## src/core/eds_pkg.sv

```systemverilog
package eds_pkg;
  localparam int CLK_HZ = 125000000;
  localparam int SEC_CYCLES = CLK_HZ;
  localparam int THIRD_CYCLES = CLK_HZ / 3;
  localparam logic [5:0] INFL_MAX = 6'h28;
  localparam logic [5:0] DEFL_MAX = 6'h3C;
  localparam logic [4:0] JOGN_MAX = 5'h14;
  localparam logic [3:0] RUN_MAX = 4'h9;
  localparam logic [6:0] STOP_MAX = 7'h63;
  localparam logic [6:0] SPEC_MIN = 7'h03;
  localparam logic [6:0] SPEC_MAX = 7'h0A;
  localparam logic [6:0] ZERO7 = 7'h00;

  typedef enum logic [3:0] {
    EDS_IDLE = 4'h0,
    EDS_SLOW = 4'h1,
    EDS_INFL = 4'h2,
    EDS_DEFL = 4'h3,
    EDS_JOG_CW = 4'h4,
    EDS_JOG_S1 = 4'h5,
    EDS_JOG_CCW = 4'h6,
    EDS_JOG_S2 = 4'h7,
    EDS_TILT = 4'h8,
    EDS_DONE = 4'h9
  } eds_state_t;
endpackage

```

## src/core/eds_tick.sv

```systemverilog
`timescale 1ns/10ps
module eds_tick #(
  parameter int DIV = 125000000
) (
  input wire logic clk,
  input wire logic rst,
  input wire logic clr,
  output logic tick
);
  logic [31:0] cnt_reg;

  always_ff @(posedge clk or posedge rst) begin
    if (rst) begin
      cnt_reg <= 32'h00000000;
      tick <= 1'b0;
    end else if (clr) begin
      cnt_reg <= 32'h00000000;
      tick <= 1'b0;
    end else if (cnt_reg == 32'(DIV - 1)) begin
      cnt_reg <= 32'h00000000;
      tick <= 1'b1;
    end else begin
      cnt_reg <= cnt_reg + 32'h00000001;
      tick <= 1'b0;
    end
  end
endmodule

```

## src/core/eds_sequencer.sv

```systemverilog
`timescale 1ns/10ps
module eds_sequencer #(
  parameter int SEC_DIV = eds_pkg::SEC_CYCLES,
  parameter int THIRD_DIV = eds_pkg::THIRD_CYCLES
) (
  input wire logic SYS_CLK,
  input wire logic RESET,
  input wire logic START,
  input wire logic BASKET_SLOW,
  input wire logic TILT_UP_DONE,
  input wire logic [5:0] RIB_INFLATE_TIME,
  input wire logic [5:0] RIB_DEFLATE_TIME,
  input wire logic [4:0] JOG_REVERSAL_COUNT,
  input wire logic [3:0] JOG_RUN_TIME,
  input wire logic [6:0] JOG_STOP_TIME,
  input wire logic JOG_BEFORE_TILT,
  output logic RIB_INFLATE,
  output logic MOTOR_CW,
  output logic MOTOR_CCW,
  output logic BRAKE_ON,
  output logic TILT_UP,
  output logic BUSY,
  output logic DONE,
  output logic SETTING_ERROR,
  output logic [3:0] DISCHARGE_PROGRAM_STEP
);
  import eds_pkg::*;

  eds_state_t state_reg, state_next;
  logic [6:0] timer_reg, timer_next;
  logic [5:0] jogs_reg, jogs_next;
  logic pass_reg, pass_next;
  logic special_reg;
  logic sec_tick, third_tick, unit_tick, phase_clr;
  logic settings_ok;

  function automatic logic is_jog(input eds_state_t s);
    return s == EDS_JOG_CW || s == EDS_JOG_S1 || s == EDS_JOG_CCW || s == EDS_JOG_S2;
  endfunction

  // restart the timebases on each phase change so periods are whole
  assign phase_clr = state_next != state_reg;

  eds_tick #(.DIV(SEC_DIV)) u_sec (
    .clk(SYS_CLK),
    .rst(RESET),
    .clr(phase_clr),
    .tick(sec_tick)
  );

  eds_tick #(.DIV(THIRD_DIV)) u_third (
    .clk(SYS_CLK),
    .rst(RESET),
    .clr(phase_clr),
    .tick(third_tick)
  );

  assign unit_tick = (is_jog(state_reg) && special_reg) ? third_tick : sec_tick;

  always_comb begin
    settings_ok = 1'b1;
    if (RIB_INFLATE_TIME > INFL_MAX || RIB_DEFLATE_TIME > DEFL_MAX) begin
      settings_ok = 1'b0;
    end
    if (JOG_REVERSAL_COUNT == 5'h00 || JOG_REVERSAL_COUNT > JOGN_MAX) begin
      settings_ok = 1'b0;
    end
    if (JOG_RUN_TIME > RUN_MAX) begin
      settings_ok = 1'b0;
    end
    if (JOG_RUN_TIME == 4'h0) begin
      if (JOG_STOP_TIME < SPEC_MIN || JOG_STOP_TIME > SPEC_MAX) begin
        settings_ok = 1'b0;
      end
    end else if (JOG_STOP_TIME == ZERO7 || JOG_STOP_TIME > STOP_MAX) begin
      settings_ok = 1'b0;
    end
  end

  always_ff @(posedge SYS_CLK or posedge RESET) begin
    if (RESET) begin
      special_reg <= 1'b0;
    end else if (state_reg == EDS_IDLE && START) begin
      special_reg <= JOG_RUN_TIME == 4'h0;
    end
  end

  // jog series count: reversals, or twice the stop setting in special mode
  function automatic logic [5:0] jog_total(input logic spec);
    return spec ? {JOG_STOP_TIME[4:0], 1'b0} : {1'b0, JOG_REVERSAL_COUNT};
  endfunction

  function automatic logic [6:0] run_len(input logic spec);
    return spec ? 7'h01 : {3'h0, JOG_RUN_TIME};
  endfunction

  function automatic logic [6:0] stop_len(input logic spec);
    return spec ? 7'h01 : JOG_STOP_TIME;
  endfunction

  always_comb begin
    state_next = state_reg;
    timer_next = timer_reg;
    jogs_next = jogs_reg;
    pass_next = pass_reg;
    if (unit_tick && timer_reg != ZERO7) begin
      timer_next = timer_reg - 7'h01;
    end
    unique case (state_reg)
      EDS_IDLE: begin
        if (START && settings_ok) begin
          state_next = EDS_SLOW;
          pass_next = 1'b0;
        end
      end
      EDS_SLOW: begin
        if (BASKET_SLOW) begin
          state_next = EDS_INFL;
          timer_next = {1'b0, RIB_INFLATE_TIME};
        end
      end
      EDS_INFL: begin
        if (timer_reg == ZERO7) begin
          if (JOG_BEFORE_TILT) begin
            state_next = EDS_DEFL;
            timer_next = {1'b0, RIB_DEFLATE_TIME};
          end else begin
            state_next = EDS_TILT;
          end
        end
      end
      EDS_TILT: begin
        if (TILT_UP_DONE) begin
          if (JOG_BEFORE_TILT) begin
            state_next = EDS_JOG_CW;
            timer_next = run_len(special_reg);
            jogs_next = jog_total(special_reg);
          end else begin
            state_next = EDS_DEFL;
            timer_next = {1'b0, RIB_DEFLATE_TIME};
          end
        end
      end
      EDS_DEFL: begin
        if (timer_reg == ZERO7) begin
          state_next = EDS_JOG_CW;
          timer_next = run_len(special_reg);
          jogs_next = jog_total(special_reg);
        end
      end
      EDS_JOG_CW: begin
        if (timer_reg == ZERO7) begin
          state_next = EDS_JOG_S1;
          timer_next = stop_len(special_reg);
        end
      end
      EDS_JOG_S1: begin
        if (timer_reg == ZERO7) begin
          state_next = EDS_JOG_CCW;
          timer_next = run_len(special_reg);
        end
      end
      EDS_JOG_CCW: begin
        if (timer_reg == ZERO7) begin
          state_next = EDS_JOG_S2;
          timer_next = stop_len(special_reg);
        end
      end
      EDS_JOG_S2: begin
        if (timer_reg == ZERO7) begin
          jogs_next = jogs_reg - 6'h01;
          if (jogs_reg > 6'h01) begin
            state_next = EDS_JOG_CW;
            timer_next = run_len(special_reg);
          end else if (JOG_BEFORE_TILT && !pass_reg) begin
            state_next = EDS_TILT;
            pass_next = 1'b1;
          end else begin
            state_next = EDS_DONE;
          end
        end
      end
      EDS_DONE: begin
        if (!START) begin
          state_next = EDS_IDLE;
        end
      end
      default: state_next = EDS_IDLE;
    endcase
  end

  always_ff @(posedge SYS_CLK or posedge RESET) begin
    if (RESET) begin
      state_reg <= EDS_IDLE;
      timer_reg <= ZERO7;
      jogs_reg <= 6'h00;
      pass_reg <= 1'b0;
    end else begin
      state_reg <= state_next;
      timer_reg <= timer_next;
      jogs_reg <= jogs_next;
      pass_reg <= pass_next;
    end
  end

  always_ff @(posedge SYS_CLK or posedge RESET) begin
    if (RESET) begin
      RIB_INFLATE <= 1'b0;
      MOTOR_CW <= 1'b0;
      MOTOR_CCW <= 1'b0;
      BRAKE_ON <= 1'b0;
      TILT_UP <= 1'b0;
      BUSY <= 1'b0;
      DONE <= 1'b0;
      SETTING_ERROR <= 1'b0;
      DISCHARGE_PROGRAM_STEP <= 4'h0;
    end else begin
      RIB_INFLATE <= state_next == EDS_INFL;
      MOTOR_CW <= state_next == EDS_JOG_CW;
      MOTOR_CCW <= state_next == EDS_JOG_CCW;
      BRAKE_ON <= is_jog(state_next) && special_reg;
      // basket stays up from the tilt until the run ends, never while idle
      TILT_UP <= state_next != EDS_IDLE && (state_next == EDS_TILT || pass_next
                 || (!JOG_BEFORE_TILT && state_next != EDS_SLOW && state_next != EDS_INFL));
      BUSY <= state_next != EDS_IDLE && state_next != EDS_DONE;
      DONE <= state_next == EDS_DONE;
      SETTING_ERROR <= state_reg == EDS_IDLE && START && !settings_ok;
      DISCHARGE_PROGRAM_STEP <= state_next;
    end
  end
endmodule

```

## config.mk

```make
export PLATFORM = sky130hd
export DESIGN_NAME = eds_sequencer
export DESIGN_NICKNAME = d
export VERILOG_FILES = /design/src/core/eds_pkg.sv /design/src/core/eds_tick.sv /design/src/core/eds_sequencer.sv
export SDC_FILE = /design/constraint.sdc
export NUM_CORES = 1
export LEC_CHECK = 0
export ABC_AREA = 1
export BUFFER_PORTS_ARGS = -buffer_cell sky130_fd_sc_hd__buf_2
export CORE_AREA = 2 2 118 120
export CTS_BUF_LIST = sky130_fd_sc_hd__clkbuf_2 sky130_fd_sc_hd__clkbuf_4 sky130_fd_sc_hd__clkbuf_8
export DETAILED_ROUTE_END_ITERATION = 8
export DIE_AREA = 0 0 120 122
export PLACE_DENSITY = 0.67
export SETUP_SLACK_MARGIN = 0.05
export SYNTH_ARGS = -nofsm -noshare
export SYNTH_HDL_FRONTEND = slang
export SYNTH_SLANG_ARGS = --single-unit
```

## constraint.sdc

```tcl
create_clock -name SYS_CLK -period 3.45 [get_ports SYS_CLK]
set_input_delay 0.345 -clock SYS_CLK [delete_from_list [all_inputs] [get_ports SYS_CLK]]
set_output_delay 0.345 -clock SYS_CLK [all_outputs]
set_load 0.05 [all_outputs]
```

==> results of run 1 <==
## cells in the mapped netlist, types with 2 or more instances
| cell | count | area share (%) |
|---|---|---|
| clkbuf_1 | 4 | 0.23 |
| o31ai_1 | 3 | 0.34 |
| nor2_2 | 3 | 0.29 |
| a21oi_1 | 23 | 1.8 |
| buf_2 | 2 | 0.15 |
| o2111ai_1 | 2 | 0.27 |
| nor3_2 | 3 | 0.46 |
| buf_12 | 4 | 1.2 |
| inv_2 | 8 | 0.46 |
| o21ai_0 | 36 | 2.8 |
| nand2_1 | 190 | 11 |
| nor2_1 | 121 | 7.0 |
| ha_1 | 6 | 1.1 |
| nor4_1 | 20 | 1.9 |
| o211ai_1 | 6 | 0.69 |
| nor2_4 | 43 | 7.4 |
| o22ai_1 | 6 | 0.57 |
| or2_2 | 7 | 0.67 |
| xnor2_1 | 5 | 0.67 |
| clkinv_1 | 2 | 0.11 |
| dfrtp_1 | 93 | 36 |
| nor3_1 | 31 | 2.4 |
| nand3_2 | 5 | 0.77 |
| nand4_1 | 31 | 3.0 |
| xor2_1 | 32 | 4.3 |
| o221ai_1 | 4 | 0.54 |
| nand3b_1 | 2 | 0.23 |
| nand3_1 | 59 | 4.5 |
| inv_1 | 119 | 6.8 |
| nand2_2 | 8 | 0.77 |
| o21ai_1 | 2 | 0.15 |
## area by class of cell
cell class / instances / area [µm²]
fillers: 1326 / 6330
multi-input cells: 660 / 3610
flip-flops and latches: 93 / 2330
inverters: 129 / 487
repair buffers: 50 / 278
well taps: 180 / 225
clock buffers: 9 / 124
clock inverters: 7 / 123
## worst paths after layout
path / from / to
max in group asynchronous: RESET / u_sec.cnt_reg[14]
worst min register to register: pass_reg / pass_reg
worst max-delay path: timer_reg[0] / u_sec.cnt_reg[20]
min in group asynchronous: RESET / timer_reg[5]
worst max register to register: timer_reg[0] / u_sec.cnt_reg[20]
worst min-delay path: RIB_DEFLATE_TIME[5] / timer_reg[5]
## cell families after synthesis
logic type               after synthesis  share of synthesized area (%)
XOR/XNOR                              37                           4.96
AND/OR/NAND/NOR                      527                           40.8
buffers and inverters                141                           9.31
AO/OA/AOI/OAI                         90                           8.19
adder cells (fa/ha/maj)                6                           1.15
flip-flops                            93                           35.6
## routing by layer
| metal | wire length (µm) | global-route usage, % | part of all wire (%) |
|---|---|---|---|
| met1 | 7410 | 31.0 | 47 |
| met2 | 7130 | 35.8 | 46 |
| met3 | 832 | 3.46 | 5.3 |
| met4 | 255 | 8.01 | 1.6 |
| met5 | 0 | 0 | 0 |
## power by group
part	internal, mW	switching [mW]	leakage [nW]	total, mW
registers	1.09	0.00291	1.20	1.10
logic	0.0331	0.0698	1.93	0.103
clock network	0.485	0.425	0.116	0.909
## worst max-delay path: cells and delay by family, from the launching register on
kind                     cells  cell delay (ns)
AO/OA/AOI/OAI                2             0.29
adder cells (fa/ha/maj)      1             0.22
buffers and inverters        2             0.52
flip-flops                   1             0.39
AND/OR/NAND/NOR              9             1.20
==> insert_results.sql, run 1 <==
INSERT INTO impl_metrics (metric_group, metric, value, unit) VALUES
('outcome', 'outcome', 'finished, final reports clean', ''),
('sta', 'hold_violations', '0', ''),
('setup_path', 'critical_path.slowest_cell', 'buf_4', ''),
('setup_path', 'cp_slowest_stage_delay', '0.43', 'ns'),
('synth', 'yosys_warnings', '0', ''),
('placement', 'postPlaceCellArea', '6910', 'µm²'),
('placement', 'io_buffers', '45', ''),
('setup_path', 'critical_path_required_time', '3.71', 'ns'),
('hold_path', 'holdPathStages', '3', ''),
('floorplan', 'coreArea', '13500', 'µm²'),
('placement', 'detailedPlacementHpwl', '11.8', 'mm'),
('route', 'post_drt_wl_per_cell', '13.9', 'µm'),
('sta', 'post-route-min-period', '2.78', 'ns'),
('sta', 'fin_worst_hold_slack', '0.206', 'ns'),
('sta', 'max_slew_margin', '57.3', '%'),
('synth', 'postSynth.topFlopCell', 'dfrtp_1', ''),
('power', 'static-leakage-power', '3.24', 'nW'),
('setup_path', 'critical_path.endpoint_type', 'flop', ''),
('route', 'iteration_0_drc_markers', '424', ''),
('synth', 'synthArstFlopShare', '100', '%'),
('placement', 'dp.cells', '1111', ''),
('sta', 'rsz0062_at_grt', 'false', ''),
('route', 'detail_route.first_pass.iterations', '5', ''),
('synth', 'mean_instance_size_in_the_synthesized_netlist', '7.31', 'µm²'),
('layout', 'num_antenna_cells', '0', ''),
('setup_path', 'critical_path.cell_chain', 'inv_1 -> ha_1 -> nand2_1 -> nor2_1 -> nand2_1 -> nand2_1 -> nand4_2 -> a21oi_4 -> nand2_1 -> o21ai_1 -> nor2_1 -> nand3_4 -> buf_4 -> nor2_1', ''),
('route', 'final_antenna_net_count', '0', ''),
('layout', 'fraction_of_final_layout_cells_with_drive_strength_greater_than_1', '15.6', '%'),
('layout', 'final_common_cell', 'nand2_1', ''),
('setup_path', 'crit_path_max_fanout', '23', ''),
('synth', 'synthDistinctLibCells', '45', ''),
('synth', 'synth-edff-count', '0', ''),
('route', 'detail_route.drc_violations', '0', ''),
('flow_run', 'max-cap-violations', '0', ''),
('clock_network', 'htree_levels', '3', ''),
('clock_network', 'postCtsHoldBufs', '1', ''),
('grt', 'via_count_of_the_first_global_routing_pass', '5493', ''),
('sta', 'fmax', '360', 'MHz'),
('clock_network', 'clock_tree.buffer_depth', '2', ''),
('grt', 'grt_first_pass_wirelength', '26.2', 'mm'),
('sta', 'post-route-period-util', '80.6', '%'),
('sta', 'timing.setup.tns', '0', 'ns'),
('synth', 'postSynthRegisterBits', '93', ''),
('grt', 'grt_antenna_before_repair', '0', ''),
('power', 'peak_ir_drop_on_the_vdd_network', '223', 'µV'),
('clock_network', 'tritoncts.num_buffers', '9', ''),
('setup_path', 'critical_path.startpoint_type', 'flop', ''),
('setup_path', 'reg2reg_depth', '14', ''),
('sta', 'final_critical_path_setup_slack', '0.671', 'ns'),
('clock_network', 'post_cts_buffers', '0', ''),
('floorplan', 'fp.dieH', '122', 'µm'),
('setup_path', 'critPathKind', 'reg -> reg', ''),
('layout', 'fin_area', '7170', 'µm²'),
('power', 'finalPower', '2.11', 'mW'),
('floorplan', 'start_util', '48.4', '%'),
('sta', 'timing_max_transition_violations_final', '0', ''),
('floorplan', 'chipWidth', '120', 'µm'),
('layout', 'layout.nets', '983', ''),
('clock_network', 'cts-root-buf', 'clkbuf_8', ''),
('layout', 'utilization', '53.1', '%'),
('hold_path', 'hp-class', 'in -> reg', ''),
('layout', 'areaGrowthSynthToFinish', '9.73', '%'),
('synth', 'share_of_the_yosys_chip_area_belonging_to_registers', '35.6', '%'),
('route', 'route.detailed.vias_per_inst', '5.23', ''),
('grt', 'grt_start_max_net_pins', '38', ''),
('sta', 'setup_viol_count_final', '0', ''),
('grt', 'groute.usage.overall', '22.4', '%'),
('power', 'pwr_density_cell', '294', 'nW/µm²'),
('route', 'routed_wl', '15.6', 'mm'),
('sta', 'final.setup_skew', '0.0137', 'ns'),
('placement', 'dpl_worst_slack', '0.668', 'ns');
(Power assumes the default switching activity.)
==> inputs of run 2 (changes only) <==
==> constraint.sdc (replaced) <==
create_clock -name SYS_CLK -period 2.6 [get_ports SYS_CLK]
set_input_delay 0.26 -clock SYS_CLK [delete_from_list [all_inputs] [get_ports SYS_CLK]]
set_output_delay 0.26 -clock SYS_CLK [all_outputs]
set_load 0.05 [all_outputs]
==> run 2 against run 1 <==
Compared with the run above: maximum frequency rose by 20%; sequential power rose by 33%; hold slack got worse by 0.11 ns; cell area rose by 1.0%; power rose by 20%; register-to-register slack got worse by 0.38 ns; setup slack got worse by 0.38 ns; sequential share of layout area fell by 0.34 points; wire length rose by 1.3%; first-iteration DRC count did not move; critical path type unchanged; largest power group unchanged; highest routed layer unchanged.
==> insert_results.sql, run 2 (synthesis results as in run 1) <==
INSERT INTO impl_metrics (metric_group, metric, value, unit) VALUES
('outcome', 'outcome', 'finished, final reports clean', ''),
('setup_path', 'cp_slowest_stage_delay', '0.41', 'ns'),
('layout', 'layout.nets', '998', ''),
('sta', 'setup_viol_count_final', '0', ''),
('setup_path', 'critical_path.endpoint_type', 'flop', ''),
('sta', 'fmax', '432', 'MHz'),
('floorplan', 'i_o_pin_count', '46', ''),
('power', 'peak_ir_drop_on_the_vdd_network', '226', 'µV'),
('sta', 'timing.setup.tns', '0', 'ns'),
('setup_path', 'critical_path_required_time', '2.87', 'ns'),
('hold_path', 'hp-class', 'in -> reg', ''),
('sta', 'post-route-period-util', '89.0', '%'),
('clock_network', 'clock_tree.buffer_depth', '2', ''),
('route', 'detail_route.first_pass.iterations', '5', ''),
('grt', 'grt_first_pass_wirelength', '26.9', 'mm'),
('grt', 'grt_antenna_before_repair', '0', ''),
('layout', 'final.fill_count', '1389', ''),
('clock_network', 'cts.sinks', '93', ''),
('power', 'static-leakage-power', '3.30', 'nW'),
('floorplan', 'fp.dieH', '122', 'µm'),
('sta', 'timing_max_transition_violations_final', '0', ''),
('setup_path', 'crit_path_max_fanout', '13', ''),
('grt', 'groute.usage.overall', '22.9', '%'),
('setup_path', 'crit_top_cell', 'nand2_1', ''),
('sta', 'max_slew_margin', '50.9', '%'),
('setup_path', 'critical_path.startpoint_type', 'flop', ''),
('route', 'post_drt_wl_per_cell', '13.8', 'µm'),
('layout', 'layout_common_cells', 'nand2_1 (189), nor2_1 (120), inv_1 (118)', ''),
('clock_network', 'tritoncts_clock_tree', 'built', ''),
('setup_path', 'critPathKind', 'reg -> reg', ''),
('floorplan', 'start_util', '48.4', '%'),
('power', 'pwr_density_cell', '349', 'nW/µm²'),
('setup_path', 'critical_path.cell_chain', 'inv_1 -> ha_1 -> inv_1 -> nand2_1 -> nand3_1 -> nand2_1 -> nand3_1 -> a21oi_2 -> nor2_4 -> inv_2 -> nand2_1 -> nand3_4 -> buf_6 -> nor2_4', ''),
('sta', 'tightestPinTransition', '0.735', 'ns'),
('grt', 'globalRouteOverflowTotal', '0', ''),
('setup_path', 'critical_path.slowest_cell', 'dfrtp_1', ''),
('sta', 'hold_violations', '0', ''),
('route', 'route.vias.total', '5935', ''),
('sta', 'final_critical_path_setup_slack', '0.286', 'ns'),
('layout', 'areaGrowthSynthToFinish', '10.9', '%'),
('layout', 'fraction_of_final_layout_cells_with_drive_strength_greater_than_1', '17.1', '%'),
('route', 'final_antenna_net_count', '0', ''),
('route', 'iteration_0_drc_markers', '424', ''),
('clock_network', 'cts.reportedPaths.clkPinSlew', '0.10', 'ns'),
('sta', 'rsz0062_at_grt', 'true', ''),
('floorplan', 'fp.dieArea', '14600', 'µm²'),
('hold_path', 'holdPathStages', '3', ''),
('floorplan', 'coreArea', '13500', 'µm²'),
('grt', 'via_count_of_the_first_global_routing_pass', '5792', ''),
('floorplan', 'num_rows', '43', ''),
('sta', 'final.setup_skew', '0.0171', 'ns'),
('sta', 'post-route-min-period', '2.31', 'ns'),
('placement', 'globalplace.congestion', '0.933', ''),
('layout', 'final_common_cell', 'nand2_1', ''),
('floorplan', 'chipWidth', '120', 'µm'),
('layout', 'num_antenna_cells', '0', ''),
('clock_network', 'clk-insertion-delay-late', '0.40', 'ns'),
('grt', 'grt_start_max_net_pins', '35', ''),
('setup_path', 'crit_arrival', '2.58', 'ns'),
('flow_run', 'max-cap-violations', '0', ''),
('route', 'detail_route.drc_violations', '0', ''),
('setup_path', 'reg2reg_depth', '14', ''),
('clock_network', 'htree_levels', '3', ''),
('route', 'routed_wl', '15.8', 'mm'),
('clock_network', 'tritoncts.num_buffers', '9', ''),
('placement', 'io_buffers', '45', ''),
('clock_network', 'cts-root-buf', 'clkbuf_8', ''),
('placement', 'detailedPlacementHpwl', '12.3', 'mm'),
('route', 'route.detailed.vias_per_inst', '5.19', ''),
('placement', 'dpl_worst_slack', '0.236', 'ns');
run 2: cell count changes in the layout (fill, tap and decap cells not counted), moves of 2 or more:
cell	before	now
buf_4	3	14
bufinv_16	3	0
buf_6	0	2
clkinv_2	0	2
inv_6	1	3
nor2_2	3	5
run 2: final timing paths:
| kind | startpoint | endpoint | slack, ns |
|---|---|---|---|
| setup / recovery | jogs_reg[0] | u_third.cnt_reg[13] | 0.29 |
| hold / removal | RIB_DEFLATE_TIME[4] | timer_reg[4] | 0.1 |
| setup reg to reg | jogs_reg[0] | u_third.cnt_reg[13] | 0.29 |
| hold reg to reg | pass_reg | pass_reg | 0.53 |
| max in group asynchronous | RESET | u_sec.cnt_reg[20] | 1.40 |
| min in group asynchronous | RESET | u_third.cnt_reg[17] | 0.53 |
run 2: worst max-delay path: cells and delay by family (launching register included):
kind            cells  cell delay [ns]
fa+ha+maj           1             0.26
compound gates      1             0.19
buf+inv             4             0.56
simple gates        8             0.74
flops               1             0.41
run 2: area by class of cell:
class	count	area (µm²)	area share (%)
Clock inverter	6	45.0	0.622
Inverter	129	488	6.73
Multi-Input combinational cell	661	3620	49.9
Clock buffer	10	131	1.81
Timing Repair Buffer	64	410	5.66
Sequential cell	93	2330	32.1
Tap cell	180	225	3.11
run 2: stage by stage:
stage	hold slack, ns	area (µm²)	util [%]	std cells	power (mW)
after CTS	0.0839	7200	53.3	1140	2.56
after global placement	0.426	7020	52.0	1123	1.62
after global routing	0.0971	7250	53.7	1143	2.64
after floorplan	0.391	6540	-	894	1.56
after detailed placement	0.432	7020	52.0	1123	1.62
final	0.0991	7250	53.7	1143	2.53
run 2: routing by layer:
metal	global-route usage, %	routed length (µm)	vias up
li1	-	-	3044
met1	30.7	7440	2728
met2	36.9	7330	138
met3	3.70	731	25
met4	9.41	317	0
met5	0	0	-
run 2: repair_timing:
item	CTS	global route
setup buffers	0	2
resized for setup	0	5
setup endpoints to repair	0	42
hold endpoints to repair	17	0
hold buffers	1	0
run 2: power by group:
part | total [mW] | internal (mW) | leakage [nW] | switching (mW)
Clock | 0.932 | 0.367 | 0.0948 | 0.565
Sequential | 1.46 | 1.45 | 1.20 | 0.00412
Combinational | 0.141 | 0.0468 | 2.01 | 0.0937
Total | 2.53 | 1.87 | 3.30 | 0.663
==> inputs of run 3 (changes only) <==
--- a/config.mk
+++ b/config.mk
@@ -7,11 +7,13 @@
 export LEC_CHECK = 0
 export ABC_AREA = 1
 export BUFFER_PORTS_ARGS = -buffer_cell sky130_fd_sc_hd__buf_2
-export CORE_AREA = 2 2 118 120
+export CELL_PAD_IN_SITES_DETAIL_PLACEMENT = 0
+export CELL_PAD_IN_SITES_GLOBAL_PLACEMENT = 2
+export CORE_AREA = 2 2 136 138
 export CTS_BUF_LIST = sky130_fd_sc_hd__clkbuf_2 sky130_fd_sc_hd__clkbuf_4 sky130_fd_sc_hd__clkbuf_8
 export DETAILED_ROUTE_END_ITERATION = 8
-export DIE_AREA = 0 0 120 122
-export PLACE_DENSITY = 0.67
+export DIE_AREA = 0 0 138 140
+export PLACE_DENSITY = 0.83
 export SETUP_SLACK_MARGIN = 0.05
 export SYNTH_ARGS = -nofsm -noshare
 export SYNTH_HDL_FRONTEND = slang
==> run 3 against run 2 <==
Compared with the run above: cell area increased by 3.9%; die area increased by 32%; core utilization decreased by 11 points; clock-buffer cell count increased by 1; wire length increased by 12%; via count increased by 0.62%; first-iteration DRC count decreased by 16%; largest cell class unchanged.
==> insert_results.sql, run 3 (synthesis results as in run 1) <==
INSERT INTO impl_metrics (metric_group, metric, value, unit) VALUES
('layout', 'areaGrowthSynthToFinish', '15.2', '%'),
('route', 'route.vias.total', '5972', ''),
('hold_path', 'hold_start', 'RIB_DEFLATE_TIME[5]', ''),
('layout', 'fin_cells', '1204', ''),
('clock_network', 'cts.sinks', '93', ''),
('route', 'detail_route.first_pass.iterations', '5', ''),
('clock_network', 'clock_tree.buffer_depth', '2', ''),
('placement', 'detailedPlacementHpwl', '13.4', 'mm'),
('floorplan', 'chipWidth', '138', 'µm'),
('route', 'post_drt_wl_per_cell', '14.7', 'µm'),
('placement', 'postPlaceCellArea', '7120', 'µm²'),
('sta', 'hold_violations', '0', ''),
('floorplan', 'fp.dieArea', '19300', 'µm²'),
('route', 'route.detailed.vias_per_inst', '4.96', ''),
('sta', 'rsz0062_at_grt', 'false', ''),
('floorplan', 'start_util', '36.8', '%'),
('setup_path', 'cp_num_buf_inv', '3', ''),
('setup_path', 'critical_path.slowest_cell', 'dfrtp_1', ''),
('hold_path', 'holdPathStages', '3', ''),
('grt', 'grt_start_max_net_pins', '72', ''),
('sta', 'tightestPinTransition', '0.622', 'ns'),
('power', 'peak_ir_drop_on_the_vdd_network', '176', 'µV'),
('setup_path', 'critical_path.cell_chain', 'inv_1 -> ha_1 -> nand2_1 -> nor2_1 -> nand3_1 -> a21oi_1 -> a21oi_2 -> nor2_4 -> nand2_1 -> nand3_4 -> buf_12 -> buf_8 -> nor2_4', ''),
('layout', 'fin_area', '7530', 'µm²'),
('setup_path', 'worst_r2r_startpoint', 'timer_reg[0]', ''),
('setup_path', 'critPathKind', 'reg -> reg', ''),
('placement', 'dp.cells', '1176', ''),
('setup_path', 'critPathTopFamily', 'simple AND/OR/NAND/NOR gates', ''),
('clock_network', 'htree_levels', '3', ''),
('power', 'static-leakage-power', '3.40', 'nW'),
('setup_path', 'r2r_end', 'u_third.cnt_reg[18]', ''),
('layout', 'num_antenna_cells', '0', ''),
('layout', 'layout.nets', '1011', ''),
('grt', 'grt_first_pass_wirelength', '29.2', 'mm'),
('route', 'routed_wl', '17.8', 'mm'),
('layout', 'final.fill_count', '1908', ''),
('layout', 'layout_common_cells', 'nand2_1 (189), nor2_1 (119), inv_1 (118)', ''),
('route', 'detail_route.drc_violations', '0', ''),
('grt', 'grt_antenna_before_repair', '0', ''),
('clock_network', 'cts.reportedPaths.clkPinSlew', '0.09', 'ns'),
('clock_network', 'clk-insertion-delay-late', '0.38', 'ns'),
('sta', 'final.setup_skew', '0.00825', 'ns'),
('grt', 'groute.usage.overall', '18.4', '%'),
('setup_path', 'crit_path_max_fanout', '9', ''),
('layout', 'fraction_of_final_layout_cells_with_drive_strength_greater_than_1', '18.5', '%'),
('layout', 'final_common_cell', 'nand2_1', ''),
('sta', 'timing.setup.tns', '0', 'ns'),
('setup_path', 'critical_path.startpoint_type', 'flop', ''),
('setup_path', 'crit_arrival', '2.65', 'ns'),
('setup_path', 'cp_slowest_stage_delay', '0.39', 'ns'),
('floorplan', 'i_o_pin_count', '46', ''),
('flow_run', 'max-cap-violations', '0', ''),
('hold_path', 'destination_of_the_worst_hold_path', 'timer_reg[5]', ''),
('floorplan', 'fp.dieH', '140', 'µm'),
('setup_path', 'worst-r2r-setup-slack', '0.21', 'ns'),
('placement', 'io_buffers', '45', ''),
('grt', 'via_count_of_the_first_global_routing_pass', '5877', ''),
('sta', 'post-route-min-period', '2.39', 'ns'),
('clock_network', 'tritoncts_clock_tree', 'built', ''),
('sta', 'setup_viol_count_final', '0', ''),
('layout', 'regArea', '2330', 'µm²'),
('layout', 'multi_input_area', '3630', 'µm²'),
('clock_network', 'cts-root-buf', 'clkbuf_8', ''),
('clock_network', 'tritoncts.num_buffers', '9', ''),
('route', 'final_antenna_net_count', '0', ''),
('floorplan', 'coreArea', '17800', 'µm²'),
('sta', 'max_slew_margin', '58.4', '%'),
('outcome', 'outcome', 'finished, final reports clean', ''),
('route', 'iteration_0_drc_markers', '355', ''),
('grt', 'globalRouteOverflowTotal', '0', ''),
('setup_path', 'reg2reg_depth', '13', ''),
('power', 'pwr_density_cell', '347', 'nW/µm²'),
('sta', 'post-route-period-util', '92.1', '%'),
('sta', 'timing_max_transition_violations_final', '0', ''),
('floorplan', 'num_rows', '49', ''),
('placement', 'globalplace.congestion', '0.861', ''),
('setup_path', 'critical_path_required_time', '2.86', 'ns'),
('hold_path', 'hp-class', 'in -> reg', ''),
('sta', 'fmax', '418', 'MHz'),
('setup_path', 'critical_path.endpoint_type', 'flop', '');
run 3: changes by cell type in the layout (fill, tap and decap cells not counted), sizes merged:
cell / change
inv: -3
clkbuf: +4
nor2: -1
bufinv: +1
clkinv: -1
nand3: +1
buf: +10
clkinvlp: +1
run 3: how the worst max path moves through the flow:
stage | to | cells after the start | slack [ns] | start
finish | u_third.cnt_reg[18] | 13 | 0.21 | timer_reg[0]
global route | u_third.cnt_reg[13] | 15 | 0.04 | timer_reg[0]
CTS | u_sec.cnt_reg[6] | 13 | 0.10 | timer_reg[0]
detailed placement | u_sec.cnt_reg[6] | 13 | 0.03 | timer_reg[0]
global placement | u_sec.cnt_reg[2] | 13 | 0.12 | timer_reg[0]
floorplan | u_third.cnt_reg[18] | 15 | 0.37 | DISCHARGE_PROGRAM_STEP[2]
run 3: through the flow:
stage	power [mW]	hold WS, ns	utilization [%]	setup slack, ns
finish	2.61	0.129	42.4	0.206
CTS	2.66	0.114	41.2	0.105
global route	2.73	0.150	42.4	0.0433
floorplan	1.56	0.391	-	0.368
detailed placement	1.63	0.355	40.1	0.0337
global placement	1.63	0.348	40.1	0.117
run 3: cell type report:
| class | count | share of cell area, % |
|---|---|---|
| multi-input cells | 661 | 48.2 |
| flip-flops and latches | 93 | 30.9 |
| repair buffers | 77 | 7.94 |
| inverters | 129 | 6.48 |
| well taps | 229 | 3.81 |
| clock buffers | 11 | 2.01 |
| clock inverters | 4 | 0.631 |
run 3: what timing repair did:
action,in CTS,in global routing
hold buffers,1,0
hold endpoints to repair,22,0
endpoints found under the setup margin,3,62
gates resized for setup,1,11
pin swaps,0,2
buffers inserted,0,7
cloned,0,5
run 3: per-layer routing:
layer	up-vias	track usage (%)	wire (µm)
met2	126	29.4	7950
met4	0	5.69	323
met1	2749	25.7	8890
met5	-	0	0
met3	24	3.08	598
li1	3073	-	-
run 3: worst min-delay path, stage by stage:
cell and delay, ns:
buf_2 0.09, a21oi_1 0.06, nand2_1 0.06
run 3: power by group:
part,switching [mW],internal [mW],leakage [nW],total (mW)
clock network,0.526,0.489,0.101,1.01
logic,0.0955,0.0450,2.10,0.140
registers,0.00420,1.45,1.20,1.46
total,0.626,1.99,3.40,2.61
